**config.mk**
```make
export PLATFORM = sky130hd
export DESIGN_NAME = isf_status_flags
export DESIGN_NICKNAME = d
export VERILOG_FILES = /design/src/isf_pkg.sv /design/src/isf_status_flags.sv /design/src/isf_pin_sync.sv /design/src/isf_bit_engine.sv
export SDC_FILE = /design/constraint.sdc
export NUM_CORES = 1
export LEC_CHECK = 0
export BUFFER_PORTS_ARGS = -buffer_cell sky130_fd_sc_hd__clkbuf_2
export CAP_MARGIN = 25
export CORE_AREA = 2 2 131 133
export DETAILED_ROUTE_END_ITERATION = 7
export DIE_AREA = 0 0 133 135
export MAX_ROUTING_LAYER = met4
export SYNTH_ARGS = -nofsm -noshare
export SYNTH_HDL_FRONTEND = slang
export SYNTH_SLANG_ARGS = --single-unit
```
**constraint.sdc**
```tcl
create_clock -name ref_clk_in -period 2.5 [get_ports ref_clk_in]
set_input_delay 0.5 -clock ref_clk_in [delete_from_list [all_inputs] [get_ports ref_clk_in]]
set_output_delay 0.5 -clock ref_clk_in [all_outputs]
set_load 0.05 [all_outputs]
```
**src/isf_pkg.sv**
```systemverilog
`default_nettype none
package isf_pkg;
    // register offsets on the plain register port
    localparam logic [4:0]  OFF_STATUS    = 5'h00;
    localparam logic [4:0]  OFF_CONTROL   = 5'h04;
    localparam logic [4:0]  OFF_OWN_ADDR  = 5'h08;
    localparam logic [4:0]  OFF_TX_HOLD   = 5'h0C;
    localparam logic [4:0]  OFF_RX_HOLD   = 5'h10;
    localparam logic [4:0]  OFF_IRQ_STAT  = 5'h14;
    localparam logic [4:0]  OFF_IRQ_MASK  = 5'h18;
    // status bits that a write of zero clears
    localparam logic [15:0] STATUS_CLR_MASK = 16'h04D8;
    localparam logic [15:0] STATUS_HI_ZERO  = 16'h0000;
    localparam logic [2:0]  STATUS_GAP_ZERO = 3'h0;
    localparam int          BIT_BCL  = 10;
    localparam int          BIT_WCOL = 7;
    localparam int          BIT_OV   = 6;
    localparam int          BIT_P    = 4;
    localparam int          BIT_S    = 3;
    // control bits
    localparam int          CTL_TEN_BIT = 0;
    localparam int          CTL_GC_EN   = 1;
    localparam int          CTL_W       = 2;
    // interrupt event bits
    localparam int          EV_START = 0;
    localparam int          EV_STOP  = 1;
    localparam int          EV_RX    = 2;
    localparam int          EV_BCL   = 3;
    localparam int          EV_WCOL  = 4;
    localparam int          EV_OV    = 5;
    localparam int          EV_W     = 6;
    // address matching
    localparam int          OWN_ADDR_W = 10;
    localparam logic [7:0]  GC_ADDR    = 8'h00;
    localparam logic [4:0]  TEN_HDR    = 5'h1E;
    localparam logic [3:0]  BIT_LAST   = 4'h7;
    localparam logic [3:0]  BIT_ACK    = 4'h8;
    localparam logic [3:0]  BIT_ZERO   = 4'h0;
    localparam logic [3:0]  BIT_ONE    = 4'h1;
    localparam logic [31:0] WORD_ZERO  = 32'h0000_0000;

    typedef enum logic [2:0] {
        ISF_SL_IDLE  = 3'h0,
        ISF_SL_ADDR  = 3'h1,
        ISF_SL_ADDR2 = 3'h3,
        ISF_SL_DATA  = 3'h2,
        ISF_SL_SKIP  = 3'h6
    } isf_slv_state_t;
endpackage
`default_nettype wire

```
**src/isf_status_flags.sv**
```systemverilog
//Contract
//RQ1: master transmit records slave ack or nack
//RQ2: transmit busy from start until slave ack
//RQ3: bus collision flag sticky until software clears
//RQ4: general call flag set on match, stop clears
//RQ5: ten bit flag on second byte match
//RQ6: busy transmit write dropped, write collision flagged
//RQ7: byte over unread holding sets overflow
//RQ8: data flag cleared on address, set on data (code sets it only on bytes received in slave mode)
//RQ9: stop flag set by stop, cleared by start
//RQ10: start flag set by start, cleared by stop
//RQ11: direction flag loaded from address byte
//RQ12: receive full set on load, read clears
//RQ13: transmit full set on write, cleared when sent
//RQ14: unimplemented status bits read as zero
//RQ15: ten bit mode selects address width
//RQ16: general call only when enabled
//RQ17: reset zeroes flags, clears touch only target
//
// Implementation choices: the address-and-strobe port and the placing of the registers.
`timescale 1ns/100ps
`default_nettype none
module isf_status_flags
    import isf_pkg::*;
(
    input  wire logic        ref_clk_in,
    input  wire logic        rstn_in,
    input  wire logic        scl_pin_in,
    input  wire logic        sda_pin_in,
    input  wire logic [4:0]  reg_addr_in,
    input  wire logic [31:0] reg_wdata_in,
    input  wire logic        reg_wr_in,
    input  wire logic        reg_rd_in,
    output logic [31:0]      reg_rdata_out,
    output logic             irq_out,
    input  wire logic        master_mode_in,
    input  wire logic        master_rx_in,
    input  wire logic        master_tx_start_in,
    input  wire logic        sda_release_in,
    output logic [7:0]       tx_data_out,
    output logic             tx_full_out
);
    logic [1:0]            pins_f;
    logic                  start_p;
    logic                  stop_p;
    logic                  byte_p;
    logic [7:0]            byte_v;
    logic                  ack_p;
    logic                  ack_v;

    logic                  ack_status_ff;
    logic                  tx_busy_ff;
    logic                  bcl_ff;
    logic                  gc_ff;
    logic                  t10_ff;
    logic                  wcol_ff;
    logic                  ov_ff;
    logic                  da_ff;
    logic                  p_ff;
    logic                  s_ff;
    logic                  rw_ff;
    logic                  rbf_ff;
    logic                  tbf_ff;
    logic [CTL_W-1:0]      ctl_ff;
    logic [OWN_ADDR_W-1:0] own_ff;
    logic [7:0]            rx_hold_ff;
    logic [EV_W-1:0]       ev_ff;
    logic [EV_W-1:0]       mask_ff;
    isf_slv_state_t        state_ff;
    isf_slv_state_t        nxt_state;
    logic                  addr_hit;
    logic                  hit_rw;
    logic                  gc_hit;
    logic                  t10_hit;

    isf_pin_sync #(
        .WIDTH (2)
    ) u_sync (
        .ref_clk_in (ref_clk_in),
        .rstn_in    (rstn_in),
        .pin_in     ({scl_pin_in, sda_pin_in}),
        .level_out  (pins_f)
    );

    isf_bit_engine u_bits (
        .ref_clk_in   (ref_clk_in),
        .rstn_in      (rstn_in),
        .scl_in       (pins_f[1]),
        .sda_in       (pins_f[0]),
        .start_out    (start_p),
        .stop_out     (stop_p),
        .byte_out     (byte_p),
        .byte_val_out (byte_v),
        .ack_out      (ack_p),
        .ack_val_out  (ack_v)
    );

    // register port decode
    wire wr_status = reg_wr_in & (reg_addr_in == OFF_STATUS);
    wire wr_ctl    = reg_wr_in & (reg_addr_in == OFF_CONTROL);
    wire wr_own    = reg_wr_in & (reg_addr_in == OFF_OWN_ADDR);
    wire wr_tx     = reg_wr_in & (reg_addr_in == OFF_TX_HOLD);
    wire wr_mask   = reg_wr_in & (reg_addr_in == OFF_IRQ_MASK);
    wire rd_rx     = reg_rd_in & (reg_addr_in == OFF_RX_HOLD);
    wire rd_irq    = reg_rd_in & (reg_addr_in == OFF_IRQ_STAT);
    wire [15:0] clr = wr_status ? (~reg_wdata_in[15:0] & STATUS_CLR_MASK)
                                : 16'h0000;
    wire ten_mode  = ctl_ff[CTL_TEN_BIT];
    wire gc_en     = ctl_ff[CTL_GC_EN];

    // slave address tracking
    wire hdr10    = (byte_v[7:3] == TEN_HDR) &
                    (byte_v[2:1] == own_ff[9:8]);
    wire own7     = (byte_v[7:1] == own_ff[6:0]);
    always_comb
    begin
        nxt_state = state_ff;
        addr_hit  = 1'b0;
        hit_rw    = 1'b0;
        gc_hit    = 1'b0;
        t10_hit   = 1'b0;
        case (state_ff)
            ISF_SL_ADDR:
            begin
                if (byte_p)
                begin
                    nxt_state = ISF_SL_SKIP;
                    if (gc_en & (byte_v == GC_ADDR)) // RQ16
                    begin
                        gc_hit    = 1'b1; // RQ4
                        addr_hit  = 1'b1;
                        nxt_state = ISF_SL_DATA;
                    end
                    else if (ten_mode) // RQ15
                    begin
                        if (hdr10 & ~byte_v[0])
                        begin
                            nxt_state = ISF_SL_ADDR2;
                        end
                        else if (hdr10 & t10_ff)
                        begin
                            addr_hit  = 1'b1;
                            hit_rw    = 1'b1;
                            nxt_state = ISF_SL_DATA;
                        end
                    end
                    else if (own7)
                    begin
                        addr_hit  = 1'b1;
                        hit_rw    = byte_v[0];
                        nxt_state = ISF_SL_DATA;
                    end
                end
            end
            ISF_SL_ADDR2:
            begin
                if (byte_p)
                begin
                    nxt_state = ISF_SL_SKIP;
                    if (ten_mode & (byte_v == own_ff[7:0])) // RQ15
                    begin
                        t10_hit   = 1'b1; // RQ5
                        addr_hit  = 1'b1;
                        nxt_state = ISF_SL_DATA;
                    end
                end
            end
            ISF_SL_IDLE, ISF_SL_DATA, ISF_SL_SKIP:
            begin
                nxt_state = state_ff;
            end
            default:
            begin
                nxt_state = ISF_SL_IDLE;
            end
        endcase
        // a master owns the bus, so address matching sleeps meanwhile
        if (start_p & ~master_mode_in)
        begin
            nxt_state = ISF_SL_ADDR;
        end
        if (stop_p | master_mode_in)
        begin
            nxt_state = ISF_SL_IDLE;
        end
    end

    // flag next values; every set wins over a clear in the same cycle
    wire slave_rx  = byte_p & (state_ff == ISF_SL_DATA) & ~rw_ff;
    wire slave_tx  = (state_ff == ISF_SL_DATA) & rw_ff;
    wire rx_byte   = slave_rx | (byte_p & master_rx_in);
    // a read in the same cycle frees the holding, so the byte still lands
    wire rx_load   = rx_byte & (~rbf_ff | rd_rx);
    wire ov_set    = rx_byte & rbf_ff & ~rd_rx; // RQ7
    wire tx_busy   = tx_busy_ff | tbf_ff;
    wire tx_accept = wr_tx & ~tx_busy;
    wire wcol_set  = wr_tx & tx_busy; // RQ6
    wire ack_end   = ack_p & tx_busy_ff;
    wire tx_done   = ack_end | (ack_p & slave_tx);
    wire bcl_set   = master_mode_in & sda_release_in & pins_f[1] &
                     ~pins_f[0]; // RQ3

    wire nxt_ack   = ack_end ? ack_v : ack_status_ff; // RQ1
    wire nxt_busy  = master_tx_start_in | (tx_busy_ff & ~ack_p); // RQ2
    wire nxt_bcl   = bcl_set | (bcl_ff & ~clr[BIT_BCL]); // RQ17
    wire nxt_gc    = gc_hit | (gc_ff & ~stop_p); // RQ4
    wire nxt_t10   = t10_hit | (t10_ff & ~stop_p); // RQ5
    wire nxt_wcol  = wcol_set | (wcol_ff & ~clr[BIT_WCOL]); // RQ6
    wire nxt_ov    = ov_set | (ov_ff & ~clr[BIT_OV]); // RQ7
    wire nxt_da    = slave_rx | (da_ff & ~addr_hit); // RQ8
    wire nxt_p     = stop_p | (p_ff & ~start_p & ~clr[BIT_P]); // RQ9
    wire nxt_s     = start_p | (s_ff & ~stop_p & ~clr[BIT_S]); // RQ10
    wire nxt_rw    = addr_hit ? hit_rw : rw_ff; // RQ11
    wire nxt_rbf   = rx_load | (rbf_ff & ~rd_rx); // RQ12
    wire nxt_tbf   = tx_accept | (tbf_ff & ~tx_done); // RQ13

    wire [EV_W-1:0] ev_set;
    assign ev_set[EV_START] = start_p;
    assign ev_set[EV_STOP]  = stop_p;
    assign ev_set[EV_RX]    = rx_load;
    assign ev_set[EV_BCL]   = bcl_set;
    assign ev_set[EV_WCOL]  = wcol_set;
    assign ev_set[EV_OV]    = ov_set;
    wire [EV_W-1:0] nxt_ev = ev_set | (ev_ff & ~{EV_W{rd_irq}});

    wire [31:0] status_word = {STATUS_HI_ZERO, ack_status_ff, tx_busy_ff,
                               STATUS_GAP_ZERO, bcl_ff, gc_ff, t10_ff,
                               wcol_ff, ov_ff, da_ff, p_ff, s_ff, rw_ff,
                               rbf_ff, tbf_ff}; // RQ14
    wire [31:0] nxt_rdata =
        ~reg_rd_in                       ? WORD_ZERO :
        (reg_addr_in == OFF_STATUS)      ? status_word :
        (reg_addr_in == OFF_CONTROL)     ? {30'h0, ctl_ff} :
        (reg_addr_in == OFF_OWN_ADDR)    ? {22'h0, own_ff} :
        (reg_addr_in == OFF_TX_HOLD)     ? {24'h0, tx_data_out} :
        (reg_addr_in == OFF_RX_HOLD)     ? {24'h0, rx_hold_ff} :
        (reg_addr_in == OFF_IRQ_STAT)    ? {26'h0, ev_ff} :
        (reg_addr_in == OFF_IRQ_MASK)    ? {26'h0, mask_ff} : WORD_ZERO;

    always_ff @(posedge ref_clk_in or negedge rstn_in)
    begin
        if (!rstn_in)
        begin
            {ack_status_ff, tx_busy_ff, bcl_ff, gc_ff, t10_ff} <= 5'h00;
            {wcol_ff, ov_ff, da_ff, p_ff, s_ff} <= 5'h00;
            {rw_ff, rbf_ff, tbf_ff} <= 3'h0;
            state_ff <= ISF_SL_IDLE;
        end
        else
        begin
            {ack_status_ff, tx_busy_ff, bcl_ff, gc_ff, t10_ff} <=
                {nxt_ack, nxt_busy, nxt_bcl, nxt_gc, nxt_t10};
            {wcol_ff, ov_ff, da_ff, p_ff, s_ff} <=
                {nxt_wcol, nxt_ov, nxt_da, nxt_p, nxt_s};
            {rw_ff, rbf_ff, tbf_ff} <= {nxt_rw, nxt_rbf, nxt_tbf};
            state_ff <= nxt_state;
        end
    end

    always_ff @(posedge ref_clk_in or negedge rstn_in)
    begin
        if (!rstn_in)
        begin
            ctl_ff        <= 2'h0;
            own_ff        <= 10'h000;
            mask_ff       <= 6'h00;
            ev_ff         <= 6'h00;
            rx_hold_ff    <= 8'h00;
            tx_data_out   <= 8'h00;
            tx_full_out   <= 1'b0;
            reg_rdata_out <= WORD_ZERO;
            irq_out       <= 1'b0;
        end
        else
        begin
            if (wr_ctl)
                ctl_ff <= reg_wdata_in[CTL_W-1:0];
            if (wr_own)
                own_ff <= reg_wdata_in[OWN_ADDR_W-1:0];
            if (wr_mask)
                mask_ff <= reg_wdata_in[EV_W-1:0];
            // holding keeps the unread byte on overflow
            if (rx_load)
                rx_hold_ff <= byte_v;
            if (tx_accept)
                tx_data_out <= reg_wdata_in[7:0]; // RQ6
            ev_ff         <= nxt_ev;
            tx_full_out   <= nxt_tbf;
            reg_rdata_out <= nxt_rdata;
            irq_out       <= |(nxt_ev & mask_ff);
        end
    end
endmodule
`default_nettype wire

```
**src/isf_pin_sync.sv**
```systemverilog
`timescale 1ns/100ps
`default_nettype none
module isf_pin_sync #(
    parameter int WIDTH = 2
) (
    input  wire logic             ref_clk_in,
    input  wire logic             rstn_in,
    input  wire logic [WIDTH-1:0] pin_in,
    output var  logic [WIDTH-1:0] level_out
);
    if (WIDTH < 1)
    begin : g_chk
        $error("isf_pin_sync needs at least one bit");
    end

    for (genvar i = 0; i < WIDTH; i++)
    begin : g_bit
        logic s1_ff;
        logic s2_ff;
        logic s3_ff;
        // idle bus level is high, so reset to one
        always_ff @(posedge ref_clk_in or negedge rstn_in)
        begin
            if (!rstn_in)
            begin
                s1_ff        <= 1'b1;
                s2_ff        <= 1'b1;
                s3_ff        <= 1'b1;
                level_out[i] <= 1'b1;
            end
            else
            begin
                s1_ff <= pin_in[i];
                s2_ff <= s1_ff;
                s3_ff <= s2_ff;
                if (s2_ff == s3_ff)
                begin
                    level_out[i] <= s3_ff;
                end
            end
        end
    end
endmodule
`default_nettype wire

```
**src/isf_bit_engine.sv**
```systemverilog
`timescale 1ns/100ps
`default_nettype none
module isf_bit_engine
    import isf_pkg::*;
(
    input  wire logic       ref_clk_in,
    input  wire logic       rstn_in,
    input  wire logic       scl_in,
    input  wire logic       sda_in,
    output logic            start_out,
    output logic            stop_out,
    output logic            byte_out,
    output logic [7:0]      byte_val_out,
    output logic            ack_out,
    output logic            ack_val_out
);
    logic       scl_q_ff;
    logic       sda_q_ff;
    logic       active_ff;
    logic [3:0] cnt_ff;
    logic [7:0] shift_ff;

    wire scl_high = scl_in & scl_q_ff;
    wire is_start = scl_high & sda_q_ff & ~sda_in;
    wire is_stop  = scl_high & ~sda_q_ff & sda_in;
    wire rise     = scl_in & ~scl_q_ff & active_ff;
    wire at_last  = rise & (cnt_ff == BIT_LAST);
    wire at_ack   = rise & (cnt_ff == BIT_ACK);
    wire [3:0] nxt_cnt = (is_start | at_ack) ? BIT_ZERO :
                         rise ? cnt_ff + BIT_ONE : cnt_ff;

    always_ff @(posedge ref_clk_in or negedge rstn_in)
    begin
        if (!rstn_in)
        begin
            scl_q_ff     <= 1'b1;
            sda_q_ff     <= 1'b1;
            active_ff    <= 1'b0;
            cnt_ff       <= BIT_ZERO;
            shift_ff     <= 8'h00;
            start_out    <= 1'b0;
            stop_out     <= 1'b0;
            byte_out     <= 1'b0;
            byte_val_out <= 8'h00;
            ack_out      <= 1'b0;
            ack_val_out  <= 1'b0;
        end
        else
        begin
            scl_q_ff     <= scl_in;
            sda_q_ff     <= sda_in;
            active_ff    <= is_start | (active_ff & ~is_stop);
            cnt_ff       <= nxt_cnt;
            start_out    <= is_start;
            stop_out     <= is_stop;
            byte_out     <= at_last;
            ack_out      <= at_ack;
            if (rise & ~at_ack)
            begin
                shift_ff <= {shift_ff[6:0], sda_in};
            end
            if (at_last)
            begin
                byte_val_out <= {shift_ff[6:0], sda_in};
            end
            if (at_ack)
            begin
                ack_val_out <= sda_in;
            end
        end
    end
endmodule
`default_nettype wire

```
==> results_tabular.tex <==
\begin{tabular}{lr}
\hline
Metric & Value \\
\hline
\multicolumn{2}{l}{\textbf{Run}} \\
\quad Max-cap violations & 0 \\
\multicolumn{2}{l}{\textbf{CTS}} \\
\quad H-tree lvl count & 3 \\
\quad Clock-pin slew on the worst setup and hold paths & 70 ps \\
\quad Clock Tree Buf Depth & 2 \\
\quad \# clock sinks & approximately 110 \\
\quad Number of post-CTS setup repair buffers & 0 \\
\quad Clock buffer count from CTS & 9 \\
\quad Clock tree from TritonCTS & built \\
\quad Worst-Skew Late Latency & 350 ps \\
\quad Root buffer cell & clkbuf\_16 \\
\quad Hold-fix buffers, CTS & 0 \\
\quad PostCTS Resize Cnt & 0 \\
\multicolumn{2}{l}{\textbf{Worst setup path}} \\
\quad Crit path launch type & flop \\
\quad Crit-path leading delay family & compound AO/OA/AOI/OAI gates \\
\quad Cell chain of the critical path & inv\_1 -> nor4\_1 -> o21ai\_1 -> a21oi\_4 -> mux2\_2 \\
\quad Slowest stage delay, CP & approximately 550 ps \\
\quad Critical Path RT & between 2000 and 3000 ps \\
\quad CP max stage cell & dfrtp\_1 \\
\quad Critical Path Sink Type & flop \\
\quad Buffers plus inverters on the worst setup path & 1 \\
\quad Worst EP arrival & between 2000 and 2500 ps \\
\quad Largest fanout on the critical path & 10 \\
\quad Setup Crit Path Kind & reg -> reg \\
\multicolumn{2}{l}{\textbf{Pwr}} \\
\quad Pwr dens & approximately 740 nW/um2 \\
\quad Combinational share of power & 0.160 \\
\quad Switching power & 1.23 mW \\
\quad Net Sw Frac & 0.294 \\
\quad Internal power & 2.94 mW \\
\quad Maximum vdd ir drop & just under 0.4 mV \\
\quad Reg power frac & 0.510 \\
\quad Static Leak & 2.60 nW \\
\quad Clock share of power & 0.330 \\
\multicolumn{2}{l}{\textbf{STA}} \\
\quad Fin Hold WS & 148 ps \\
\quad Max frequency & roughly 470 MHz \\
\quad RSZ-0062 raised after global routing & false \\
\quad Headroom to the max-slew limit & 0.535 \\
\quad Accumulated negative setup slack & 0 ps \\
\quad Final worst path period need & 2150 ps \\
\quad Worst Skew & between 8 and 9 ps \\
\quad Count of endpoints failing hold in the final timing report & 0 \\
\quad Final cycle utilization of the critical path & 0.859 \\
\quad Final setup violation count & 0 \\
\quad Tightest Pin Transition & 695 ps \\
\quad Pins over their slew limit & 0 \\
\multicolumn{2}{l}{\textbf{Layout}} \\
\quad Final Net Count & approximately 540 \\
\quad Most common library cell in the layout ignoring fill and taps & dfrtp\_1 \\
\quad Top library cells by usage in the layout, fill and taps aside & dfrtp\_1, nand2\_1, mux2\_2, clkbuf\_2, o21ai\_0 \\
\quad Inserted Diodes & 0 \\
\quad Layout overhead on the synthesized area & 15.5\% \\
\quad Fraction of final layout cells sized beyond drive strength 1 & 0.278 \\
\quad Filler cells & 1634 \\
\multicolumn{2}{l}{\textbf{Outcome}} \\
\quad Run status & completed \\
\multicolumn{2}{l}{\textbf{Synthesis}} \\
\quad Sequential cell area fraction in the yosys report & 0.538 \\
\quad Netlist Area Pre-Place & between 4000 and 5000 um2 \\
\quad Number of unique standard cell types used by synthesis & 58 \\
\quad Post-synth EDFFs & 0 \\
\quad Synthesized area per cell & 11.2 um2 \\
\quad Count of synthesis-stage warnings from yosys & 0 \\
\quad Post-synthesis sequential element count & between 100 and 150 \\
\quad Top flip-flop cell by instance count after synthesis & dfrtp\_1 \\
\quad Async set-reset flop share out of synthesis & 1.00 \\
\quad Instance count of the mapped netlist & about 440 \\
\multicolumn{2}{l}{\textbf{Route}} \\
\quad Via count & about 3.6k \\
\quad Count of TritonRoute iterations in the first routing pass & 5 \\
\quad Vias per inst & just under 5 \\
\quad Final WL & about 12000 um \\
\quad Routed len/inst & about 17 um \\
\quad Post-route antenna net violation count & 0 \\
\quad Number of DRC violations after detailed-routing iteration 0 & between 200 and 300 \\
\quad DRC & 0 \\
\multicolumn{2}{l}{\textbf{Floorplanning}} \\
\quad Area of the core & approximately 16000 um2 \\
\quad Total die area & between 15000 and 20000 um2 \\
\quad DIE HEIGHT & 135 um \\
\quad DIE WIDTH & 133 um \\
\quad Core Rows & between 40 and 50 \\
\quad Count of boundary I/O pins & 89 \\
\quad Starting utilization of the core area & 0.299 \\
\multicolumn{2}{l}{\textbf{Placed design}} \\
\quad Number of I/O port buffers & between 40 and 50 \\
\quad Final RePlAce weighted congestion & just over 0.9 \\
\quad HPWL after DPL & slightly below 9000 um \\
\multicolumn{2}{l}{\textbf{Global route}} \\
\quad Residual overflow from global routing & 0 \\
\quad First-pass GRT wire length & roughly 19000 um \\
\quad Number of global-route vias before repair & 3533 \\
\quad Initial antenna violation count & 0 \\
\quad Total global-route track usage & 0.140 \\
\quad Pin count of the biggest net entering global routing & between 40 and 50 \\
\multicolumn{2}{l}{\textbf{Hold path}} \\
\quad Worst Hold Class & in -> async \\
\hline
\end{tabular}
-- per-layer routing --
layer  share of wire  wire length [um]  up-vias  GRT usage
met4           0.021               257        0     0.0591
met5               0                 0        -          -
li1                -                 -     1618          -
met3           0.059               714       16     0.0229
met1            0.45              5460     1788      0.184
met2            0.46              5580      140      0.216
-- registers in the layout (all words and copies together), names as in the netlist, 2 cells and up --
signal	cells
ctl_ff	2
ev_ff	6
mask_ff	6
own_ff	10
reg_rdata_out	13
rx_hold_ff	8
state_ff	3
tx_data_out	8
u_bits.byte_val_out	8
u_bits.cnt_ff	4
u_bits.shift_ff	7
u_sync.g_bit.s1_ff	2
u_sync.g_bit.s2_ff	2
u_sync.g_bit.s3_ff	2
u_sync.level_out	2
-- final timing paths --
kind	from	endpoint	slack, ps	cells after the start
worst min-delay path	rstn_in	ov_ff$_DFF_PN0_	150	1
min in group ref_clk_in	sda_pin_in	u_sync.g_bit[0].s1_ff$_DFF_PN1_	230	1
worst min register to register	u_sync.g_bit[0].s1_ff$_DFF_PN1_	u_sync.g_bit[0].s2_ff$_DFF_PN1_	360	0
max in group asynchronous	rstn_in	u_sync.g_bit[1].s3_ff$_DFF_PN1_	1580	2
worst max-delay path	state_ff[1]$_DFFE_PN0P_	rx_hold_ff[1]$_DFFE_PN0P_	350	5
worst max register to register	state_ff[1]$_DFFE_PN0P_	rx_hold_ff[1]$_DFFE_PN0P_	350	5
-- through the flow --
step / power (mW) / util / instances / worst slack (ps) / area, um2
2_1_floorplan: 2.59 / - / 455 / 695 / 4970
3_3_place_gp: 2.78 / 0.327 / 701 / 360 / 5370
3_5_place_dp: 2.82 / 0.327 / 701 / 338 / 5370
4_1_cts: 4.19 / 0.345 / 717 / 379 / 5660
5_1_grt: 4.36 / 0.345 / 717 / 269 / 5660
6_report: 4.16 / 0.345 / 717 / 354 / 5660
-- cells in the mapped netlist, types with 2 or more instances --
library cell / number / area, um2
nand3_1: 5 / 25.0
inv_1: 12 / 45.0
xor2_1: 3 / 26.3
dfstp_2: 10 / 263
xnor2_1: 14 / 123
buf_2: 4 / 20.0
nand4_1: 4 / 25.0
nand3b_1: 2 / 15.0
a21oi_1: 9 / 45.0
nor2_1: 22 / 82.6
nand4b_1: 3 / 26.3
nand2b_1: 8 / 50.1
a31oi_1: 2 / 12.5
nor2b_1: 6 / 37.5
and2_1: 5 / 31.3
nor3_1: 5 / 25.0
and3b_1: 3 / 26.3
mux2_2: 47 / 529
nand2_1: 54 / 203
maj3_1: 2 / 20.0
nor4_1: 5 / 31.3
and3_1: 2 / 12.5
a221oi_1: 2 / 17.5
a22oi_1: 14 / 105
ha_1: 2 / 25.0
a21o_1: 4 / 30.0
o21ai_0: 30 / 150
o21ai_1: 2 / 10.0
dfrtp_1: 95 / 2380
mux2i_1: 6 / 60.1
o32ai_1: 3 / 26.3
nor3b_1: 3 / 22.5
buf_4: 19 / 143
clkbuf_1: 6 / 22.5
-- cell type report --
| type | count | area [um2] | share of cell area |
|---|---|---|---|
| Sequential cell | 105 | 2640 | 0.466 |
| Multi-Input combinational cell | 307 | 2090 | 0.369 |
| Timing Repair Buffer | 57 | 323 | 0.0570 |
| Tap cell | 220 | 275 | 0.0486 |
| Clock buffer | 12 | 267 | 0.0471 |
| Inverter | 12 | 45.0 | 0.00795 |
| Clock inverter | 4 | 26.3 | 0.00464 |
-- logic make-up (layout without fill, tap and decap cells) --
logic type               count (synthesis)  count (layout)  synth area share
adder cells (fa/ha/maj)                  4               4           0.00918
XOR/XNOR                                17              17            0.0304
flip-flops                             105             105             0.538
AO/OA/AOI/OAI                           80              80             0.108
other                                    1              19          0.000765
AND/OR/NAND/NOR                        134             134             0.143
buffers and inverters                   43              85            0.0500
multiplexers                            53              53             0.120
-- power by group through the flow --
stage / Clock (mW) / Combinational (mW) / Sequential [mW]
4_1_cts: 1.40 / 0.672 / 2.12
5_1_grt: 1.47 / 0.738 / 2.15
3_5_place_dp: 0 / 0.668 / 2.15
2_1_floorplan: 0 / 0.481 / 2.11
3_3_place_gp: 0 / 0.640 / 2.14
6_report: 1.37 / 0.668 / 2.12
Note: power is estimated with default switching activity, not from simulation.
